### src/common/rupb_params.svh
`ifndef RUPB_PARAMS_SVH
`define RUPB_PARAMS_SVH
// ***************************************
// Register map and field layout
// ***************************************
`define RUPB_OFF_UDB 4'h0
`define RUPB_OFF_UPB 4'h4
`define RUPB_OFF_KPB 4'h8
`define RUPB_OFF_RSZ 4'hc
`define RUPB_BASE_HI 15
`define RUPB_BASE_LO 10
`define RUPB_BASE_W 6
`define RUPB_RESET_BASE 6'h00
`define RUPB_RESET_RSZ 7'h20
`define RUPB_FIELD_LSB 10
`endif

### src/common/rupb_pkg.sv
// ***************************************
// Types shared by the partition block
// ***************************************
package rupb_pkg;
    // Region classes of a RAM offset
    typedef enum logic [3:0] {
        RUPB_KDATA = 4'h1,
        RUPB_KPROG = 4'h2,
        RUPB_UDATA = 4'h4,
        RUPB_UPROG = 4'h8
    } rupb_region_t;
    // Bus answer states, one-hot
    typedef enum logic [1:0] {
        RUPB_IDLE = 2'h1,
        RUPB_ACK = 2'h2
    } rupb_state_t;
endpackage : rupb_pkg

### src/common/rupb_cmp_if.sv
`timescale 1ns/100ps
`default_nettype none
// ***************************************
// Bases carried to the classifier
// ***************************************
interface rupb_cmp_if;
    logic [5:0] kpb; // Kernel program base, KB units
    logic [5:0] udb; // User data base
    logic [5:0] upb; // User program base
    logic [6:0] rsz; // RAM size, KB units
    modport regs (output kpb, udb, upb, rsz);
    modport cls (input kpb, udb, upb, rsz);
endinterface : rupb_cmp_if
`default_nettype wire

### src/verilog/rupb_top.sv
`timescale 1ns/100ps
`default_nettype none
`include "rupb_params.svh"
module rupb_top (
    // Clock and reset
    input wire logic SYS_CLK,
    input wire logic RST_B,
    // Avalon-MM slave
    input wire logic [3:0] AVS_ADDRESS,
    input wire logic AVS_READ,
    input wire logic AVS_WRITE,
    input wire logic [31:0] AVS_WRITEDATA,
    input wire logic [3:0] AVS_BYTEENABLE,
    output logic [31:0] AVS_READDATA,
    output logic AVS_WAITREQUEST,
    // Access classification
    input wire logic [15:0] RAM_OFFSET,
    output rupb_pkg::rupb_region_t RAM_REGION,
    output logic RAM_IN_RANGE
);
    import rupb_pkg::*;
    // ***************************************
    // Register state
    // ***************************************
    logic [5:0] udb_reg, udb_next; // User data base field
    logic [5:0] upb_reg, upb_next; // User program base field
    logic [5:0] kpb_reg, kpb_next; // Kernel program base field
    logic [6:0] rsz_reg, rsz_next; // RAM size in KB
    logic [31:0] rdata_reg, rdata_next; // Read data
    rupb_state_t state_reg, state_next; // Bus answer state
    rupb_cmp_if cmp (); // Bases bundled for the classifier
    // ***************************************
    // Field helpers
    // ***************************************
    // Place a base field in a 32-bit word, upper and lower bits zero
    function automatic logic [31:0] base_word(input logic [5:0] f);
        base_word = {16'h0000, f, 10'h000};
    endfunction : base_word
    // Field write honours byte lane 1 only
    function automatic logic [5:0] base_wr(input logic [5:0] old,
                                          input logic [31:0] d,
                                          input logic [3:0] be);
        base_wr = be[1] ? d[`RUPB_BASE_HI:`RUPB_BASE_LO] : old;
    endfunction : base_wr
    // ***************************************
    // Bus decode
    // ***************************************
    // One wait cycle per access: answer in the ACK cycle
    assign AVS_WAITREQUEST = (AVS_READ | AVS_WRITE) && state_reg != RUPB_ACK;
    // Next-state and write decode
    always_comb begin
        udb_next = udb_reg;
        upb_next = upb_reg;
        kpb_next = kpb_reg;
        rsz_next = rsz_reg;
        rdata_next = rdata_reg;
        state_next = RUPB_IDLE;
        case (state_reg)
            RUPB_IDLE: begin
                if (AVS_READ) begin
                    // Read: capture the word now so it stands through ACK
                    state_next = RUPB_ACK;
                    case (AVS_ADDRESS)
                        `RUPB_OFF_UDB: rdata_next = base_word(udb_reg);
                        `RUPB_OFF_UPB: rdata_next = base_word(upb_reg);
                        `RUPB_OFF_KPB: rdata_next = base_word(kpb_reg);
                        `RUPB_OFF_RSZ: rdata_next = {16'h0000, rsz_reg[5:0], 10'h000};
                        default: rdata_next = 32'h00000000; // Unmapped reads zero
                    endcase
                end else if (AVS_WRITE) begin
                    // Write: the field lands on this edge, the answer follows
                    state_next = RUPB_ACK;
                    case (AVS_ADDRESS)
                        `RUPB_OFF_UDB: udb_next = base_wr(udb_reg, AVS_WRITEDATA,
                                                          AVS_BYTEENABLE);
                        `RUPB_OFF_UPB: upb_next = base_wr(upb_reg, AVS_WRITEDATA,
                                                          AVS_BYTEENABLE);
                        `RUPB_OFF_KPB: kpb_next = base_wr(kpb_reg, AVS_WRITEDATA,
                                                          AVS_BYTEENABLE);
                        `RUPB_OFF_RSZ: rsz_next = {1'b0, base_wr(rsz_reg[5:0],
                                                   AVS_WRITEDATA, AVS_BYTEENABLE)};
                        default: ; // Unmapped writes dropped
                    endcase
                end
            end
            // One answer cycle, then ready for the next request
            RUPB_ACK: state_next = RUPB_IDLE;
            default: state_next = RUPB_IDLE;
        endcase
    end
    // ***************************************
    // Register update
    // ***************************************
    // Registers; reset gives all RAM to kernel data
    always_ff @(posedge SYS_CLK or negedge RST_B) begin
        if (!RST_B) begin
            udb_reg <= `RUPB_RESET_BASE;
            upb_reg <= `RUPB_RESET_BASE;
            kpb_reg <= `RUPB_RESET_BASE;
            rsz_reg <= `RUPB_RESET_RSZ; // 32 KB until software says otherwise
            rdata_reg <= 32'h00000000;
            state_reg <= RUPB_IDLE;
        end else begin
            udb_reg <= udb_next;
            upb_reg <= upb_next;
            kpb_reg <= kpb_next;
            rsz_reg <= rsz_next;
            rdata_reg <= rdata_next;
            state_reg <= state_next;
        end
    end
    // Read data straight from its flop, never from the decode
    assign AVS_READDATA = rdata_reg;
    // ***************************************
    // Classifier
    // ***************************************
    // Carry bases to the classifier; ordering is software's duty, a bad
    // order is not flagged, user program wins, then user data, then kernel program
    assign cmp.kpb = kpb_reg;
    assign cmp.udb = udb_reg;
    assign cmp.upb = upb_reg;
    assign cmp.rsz = rsz_reg;
    rupb_classify u_cls (
        .cfg(cmp),
        .offs(RAM_OFFSET),
        .region(RAM_REGION),
        .in_range(RAM_IN_RANGE)
    );
endmodule : rupb_top
`default_nettype wire

### src/verilog/rupb_classify.sv
`timescale 1ns/100ps
`default_nettype none
`include "rupb_params.svh"
// ***************************************
// Region classifier
// ***************************************
module rupb_classify (
    // Bases
    rupb_cmp_if.cls cfg,
    // Offset in and class out
    input wire logic [15:0] offs,
    output rupb_pkg::rupb_region_t region,
    output logic in_range
);
    import rupb_pkg::*;
    logic [5:0] kb; // Offset in KB units
    assign kb = offs[`RUPB_BASE_HI:`RUPB_BASE_LO];
    // Zero base means the region is absent; ordered compare
    always_comb begin
        region = RUPB_KDATA;
        if (cfg.upb != `RUPB_RESET_BASE && kb >= cfg.upb) begin
            region = RUPB_UPROG;
        end else if (cfg.udb != `RUPB_RESET_BASE && kb >= cfg.udb) begin
            region = RUPB_UDATA;
        end else if (cfg.kpb != `RUPB_RESET_BASE && kb >= cfg.kpb) begin
            region = RUPB_KPROG;
        end
    end
    // Every region, kernel or user, stops at the RAM size
    assign in_range = {1'b0, kb} < cfg.rsz;
endmodule : rupb_classify
`default_nettype wire

### config.mk
export PLATFORM = sky130hd
export DESIGN_NAME = rupb_top
export DESIGN_NICKNAME = d
export VERILOG_FILES = /design/src/common/rupb_pkg.sv /design/src/common/rupb_cmp_if.sv /design/src/verilog/rupb_top.sv /design/src/verilog/rupb_classify.sv
export VERILOG_INCLUDE_DIRS = /design/src /design/src/common
export SDC_FILE = /design/constraint.sdc
export NUM_CORES = 1
export LEC_CHECK = 0
export BUFFER_PORTS_ARGS = -buffer_cell sky130_fd_sc_hd__buf_2
export CAP_MARGIN = 20
export CORE_MARGIN = 2
export CORE_UTILIZATION = 43
export DETAILED_ROUTE_END_ITERATION = 7
export PLACE_DENSITY = 0.76
export SLEW_MARGIN = 10
export SYNTH_ARGS = -nofsm -noshare
export SYNTH_HDL_FRONTEND = slang
export SYNTH_SLANG_ARGS = --single-unit
### constraint.sdc
create_clock -name SYS_CLK -period 1.9 [get_ports SYS_CLK]
set_clock_uncertainty 0.1 [all_clocks]
set_input_delay 0.38 -clock SYS_CLK [delete_from_list [all_inputs] [get_ports SYS_CLK]]
set_output_delay 0.38 -clock SYS_CLK [all_outputs]
set_load 0.02 [all_outputs]
Word-level counts from Yosys, hierarchy flattened

Index checks and enable logic that the tools add are counted.

Register bits after elaboration: 58
Bits in latches: 0
Bits in writable memories: 0
ROM bits: 0
Memories kept: 0

$add $sub $neg: 0
Multipliers: 0
Divide/modulo/power cells: 0
Magnitude comparators: 4
Eq/ne operators: 5
Shift-type cells: 0
Muxes and demuxes: 7
Bitwise gates (word level): 2
Reductions and logical operators: 13

Operators by type and width:

| cell                                                                  | count |
|---|---|
| 16-bit case mux with 4 select lines                                   | 1 |
| 5-bit AND reduction                                                   | 4 |
| 6-bit greater-or-equal comparator                                     | 3 |
| 6-bit nonzero test                                                    | 3 |
| 4-bit equality test, second input constant                            | 2 |
| 2-bit 2-to-1 mux                                                      | 4 |
| 4-bit 2-to-1 mux                                                      | 2 |
| 6-bit < comparator                                                    | 1 |
| 4-bit by 3-bit equality test with 1-bit output, second input constant | 1 |
| 1-bit logical AND                                                     | 4 |
| 4-bit logical NOT                                                     | 1 |
| 2-bit by 1-bit equality test with 1-bit output, second input constant | 1 |
| 2-bit inequality test, second input constant                          | 1 |
| 2-bit AND reduction                                                   | 1 |
| 1-bit NOT                                                             | 1 |
| 1-bit OR                                                              | 1 |

Depth between registers and ports, before layout

Depth in word-level cells: 5
Depth in mapped cells: 7
Gate-level depth less buffers: 7

Modules after synthesis

From an unflattened synthesis, not the netlist that was laid out.

Cells, all modules: 195
Area total of the unflattened synthesis: 2,244.7 um2

Modules (own cells, without submodules):

| module        | times used | cells each | area an instance (um2) |
|---|---|---|---|
| rupb_top      | 1          | 114        | 1,631.6 |
| rupb_classify | 1          | 81         | 613.1 |

Worst setup path after synthesis

No wires, ideal clock.

Path type: input to output
Start point: in RAM_OFFSET[10]
End point: out RAM_REGION[1]
Arrival time: 1,901 ps
Data required time: 1,420 ps
Path slack: -481 ps
Stages on the path: 7
Cells stage by stage: inv_1 ha_1 nand2b_1 a21oi_1 nor2_1 o31a_1 nor3_1

Word-level cells in the longest chain between the ends: 5
Elaborated cells on any way between the ends: 9
Classes of those cells: order compare (3); mux (3); reduce/logical (3)

RTL lines:

| what                              | line                | source |
|---|---|---|
| from (decl)                       | rupb_top.sv:17      | `input wire logic [15:0] RAM_OFFSET,` |
| 6-bit greater-or-equal comparator | rupb_classify.sv:25 | `` end else if (cfg.kpb != `RUPB_RESET_BASE && kb >= cfg.kpb) begin `` |
| 1-bit logical AND                 | rupb_classify.sv:25 |  |
| 2-bit 2-to-1 mux                  | rupb_classify.sv:25 |  |
| 4-bit 2-to-1 mux                  | rupb_classify.sv:23 | `` end else if (cfg.udb != `RUPB_RESET_BASE && kb >= cfg.udb) begin `` |
| 4-bit 2-to-1 mux (*)              | rupb_classify.sv:21 | `` if (cfg.upb != `RUPB_RESET_BASE && kb >= cfg.upb) begin `` |
| to (decl)                         | rupb_top.sv:18      | `output rupb_pkg::rupb_region_t RAM_REGION,` |

Every way passes the cells marked *; elsewhere a longest branch is shown, timed or not.

Worst setup path in the final report

Start point: reg udb_reg[0] (netlist: cmp.udb[0])
End point: out RAM_REGION[0]

Word-level cells in the longest chain between the ends: 4
Elaborated cells on any way between the ends: 5
Classes of those cells: order compare (1); mux (2); reduce/logical (2)

RTL lines:

| what                                                                    | line                | source |
|---|---|---|
| from (decl)                                                             | rupb_top.sv:25      | `logic [5:0] udb_reg, udb_next;` |
| from (signal assigned)                                                  | rupb_top.sv:97      | `` udb_reg <= `RUPB_RESET_BASE; `` |
| from (signal assigned)                                                  | rupb_top.sv:104     | `udb_reg <= udb_next;` |
| 6-bit greater-or-equal comparator or 6-bit nonzero test (tied branches) | --                  |  |
| 1-bit logical AND (*)                                                   | rupb_classify.sv:23 |  |
| 4-bit 2-to-1 mux (*)                                                    | rupb_classify.sv:23 |  |
| 4-bit 2-to-1 mux (*)                                                    | rupb_classify.sv:21 |  |

Marks and branches as above.

==> impl_results.md <==
* Status: complete, but fails checks
* Failing checks: setup timing
* Synth-to-Final Area Change at 27.9%
* Worst slew pin tran at 0.706 ns
* Worst-skew pair later-pin latency at 0.29 ns
* Vias per cell at 5.03
* Tot Pwr at 0.00257 W
* Fmax at 401 MHz
* Psw at 0.000912 W
* Warnings, synthesis at 0
* Pins Over Slew Limit at 0
* CTS HTree Levels at 2
* CTS Buf Count at 5
* Placed cell areas at 2560 um2
* Crit Path Class: reg2out
* Width of the die at 75.4 um
* FF+latch count, synth at 32
* Endpoints failing hold at 0
* Clock buffer depth at 2
* CTS root buffer: clkbuf_8
* Worst Path Max Fanout at 3
* Io pins at 98
* Grt ovf at 0
* # rows at 25
* HP Class: in2async
* LEAKAGE at 1.43 nW
* Clock sink count at 32
* DRC viols at 0
* Initial antenna violation count at 0
* CP Data Arrival Time at 2.02 ns
* Max-slew headroom at 52.9%
* Net count, final at 350
* Setup ws final at -0.597 ns
* Fill cell total of the finished layout at 419
* Full die area at 5680 um2
* Routed Antenna Nets at 0
* Part of the cycle the worst path needs at 131%
* Most common cell after layout, fill and taps aside: buf_4
* # setup viols final at 5
* Largest net degree at the start of global routing at 33
* Syn avg cell area at 10.8 um2
* Starting density of the core at 45.5%
* Core Util, Final at 58.2%
* Global-route wire length before repair at 8.01 mm
* Core area at 4820 um2
* Multi-input logic area at 1320 um2
* Drt wl/cell at 15.2 um
* CTS tree: done
* Sequential cell fraction of total power at 34.7%
* DP HPWL at 3.90 mm
* Layout cells sized above 1 at 39.9%
* Via count at 1,685
* Final WL at 5.08 mm
* Net Sw Frac at 35.5%
* Highest-count cells in the layout ignoring fill and taps: buf_4, dfrtp_1, buf_2
* Clk slew on worst S/H paths at 0.07 ns
* Crit start category: register
* Drt initial violations at 55
* Peak supply drop at 0.000566 V
* I/O Buffers at 32
* Vias in the first global route at 1,719
* Sequential area share after synthesis at 36.7%
* Internal at 0.00166 W
* Die height at 75.4 um
* # diodes at 0
* WP data required at 1.42 ns
* Drt pass-1 iters at 4
* Mapped Area at 2190 um2
* FF+latch area at 803 um2
* Clk pwr share at 21.5%
* Max Cap Viol at 0
* Design area at 2800 um2
* Setup repair after global routing missed its margin: true
* Cells after synthesis at 202
* Comb pwr share at 43.8%
* Place WS at -0.471 ns
* Placer Congestion at 0.862
* Hold WS at 0.0353 ns
* Power density over the cells at 916 nW/um2
* Tmin final at 2.50 ns
* Tot GR Track Use at 19.3%
* Synth cell types at 36
* Cts-stage hold buffer count at 0
* Worst Setup End Kind: primary output
final timing paths:
check,startpoint,endpoint,slack (ns),cells past startpoint
hold reg to reg,state_reg[1]$_DFF_PN0_,state_reg[1]$_DFF_PN0_,0.39,1
setup / recovery,cmp.udb[0]$_DFFE_PN0P_,RAM_REGION[0],-0.60,7
min in group SYS_CLK,AVS_WRITEDATA[10],cmp.upb[0]$_DFFE_PN0P_,0.24,2
max in group asynchronous,RST_B,cmp.rsz[4]$_DFFE_PN0P_,1.21,1
setup reg to reg,state_reg[0]$_DFF_PN1_,cmp.upb[3]$_DFFE_PN0P_,0.17,5
hold / removal,RST_B,state_reg[1]$_DFF_PN0_,0.04,1
layout make-up:
cell class	instances	share of cell area [%]
well taps	67	2.99
inverters	23	3.17
clock inverters	1	0.268
flip-flops and latches	32	28.7
multi-input cells	143	47.1
repair buffers	62	14.7
clock buffers	7	3.08
Yosys cell counts:
master / number / area, um2
buf_2: 3 / 15.0
a21boi_0: 1 / 7.51
dfstp_2: 2 / 52.6
conb_1: 1 / 3.75
nand3_1: 2 / 10.0
dfrtp_1: 30 / 751
o31ai_2: 1 / 12.5
mux2_2: 1 / 11.3
nor2_1: 9 / 33.8
ha_1: 23 / 288
a21oi_1: 5 / 25.0
nor3_2: 1 / 10.0
and4_2: 1 / 10.0
nand3_4: 1 / 17.5
o21ai_0: 5 / 25.0
nor3_1: 3 / 15.0
mux2_1: 18 / 203
or4_4: 1 / 11.3
nor2b_2: 1 / 8.76
o21ai_1: 4 / 20.0
nand2_1: 7 / 26.3
a22o_1: 6 / 52.6
buf_4: 26 / 195
a211oi_1: 3 / 22.5
nor3b_2: 1 / 12.5
a31oi_1: 1 / 6.26
nor4_1: 2 / 12.5
o2111ai_1: 1 / 8.76
a21o_1: 2 / 15.0
mux4_2: 6 / 135
nor2b_1: 2 / 12.5
inv_1: 23 / 86.3
nand3b_4: 1 / 20.0
nand2b_1: 3 / 18.8
nand4_1: 3 / 18.8
o31a_1: 2 / 17.5
worst max-delay path: stages (launching register included):
cell	delay [ns]
dfrtp_1	0.40
ha_1	0.28
nand2b_4	0.14
a21oi_2	0.13
nor2_1	0.07
o31a_1	0.37
nor3b_4	0.20
buf_6	0.14
per-stage QoR:
step                TNS, ns  cells
floorplan            -0.600    227
CTS                   -2.32    332
global placement      -1.75    324
global route          -2.61    335
finish                -2.25    335
detailed placement    -1.92    324
power by group through the flow:
stage	Clock [W]	Combinational, W	Sequential (W)
2_1_floorplan	0	0.000624	0.000921
3_3_place_gp	0	0.000937	0.000897
3_5_place_dp	0	0.000973	0.000902
4_1_cts	0.000559	0.00107	0.000892
5_1_grt	0.000586	0.00122	0.000906
6_report	0.000551	0.00113	0.000891
kinds of logic (layout without fill, tap and decap cells):
| family | after synthesis | count (layout) | share of synthesized area [%] |
|---|---|---|---|
| AND/OR/NAND/NOR | 38 | 38 | 10.9 |
| buffers and inverters | 52 | 93 | 13.5 |
| other | 1 | 26 | 0.171 |
| adder cells (fa/ha/maj) | 23 | 23 | 13.1 |
| flip-flops | 32 | 32 | 36.7 |
| multiplexers | 25 | 25 | 15.9 |
| AO/OA/AOI/OAI | 31 | 31 | 9.71 |
what timing repair did:
item	CTS	global route
pin swaps	10	5
gates resized for setup	20	10
hold endpoints to repair	0	0
endpoints found under the setup margin	5	5
setup buffers	0	3
routing by layer:
layer / routed length [um] / GRT usage, %
met1: 1990 / 22.6
met2: 2690 / 34.8
met3: 302 / 3.97
met4: 97 / 7.41
met5: 0 / 0
Note: power is estimated with default switching activity, not from simulation.
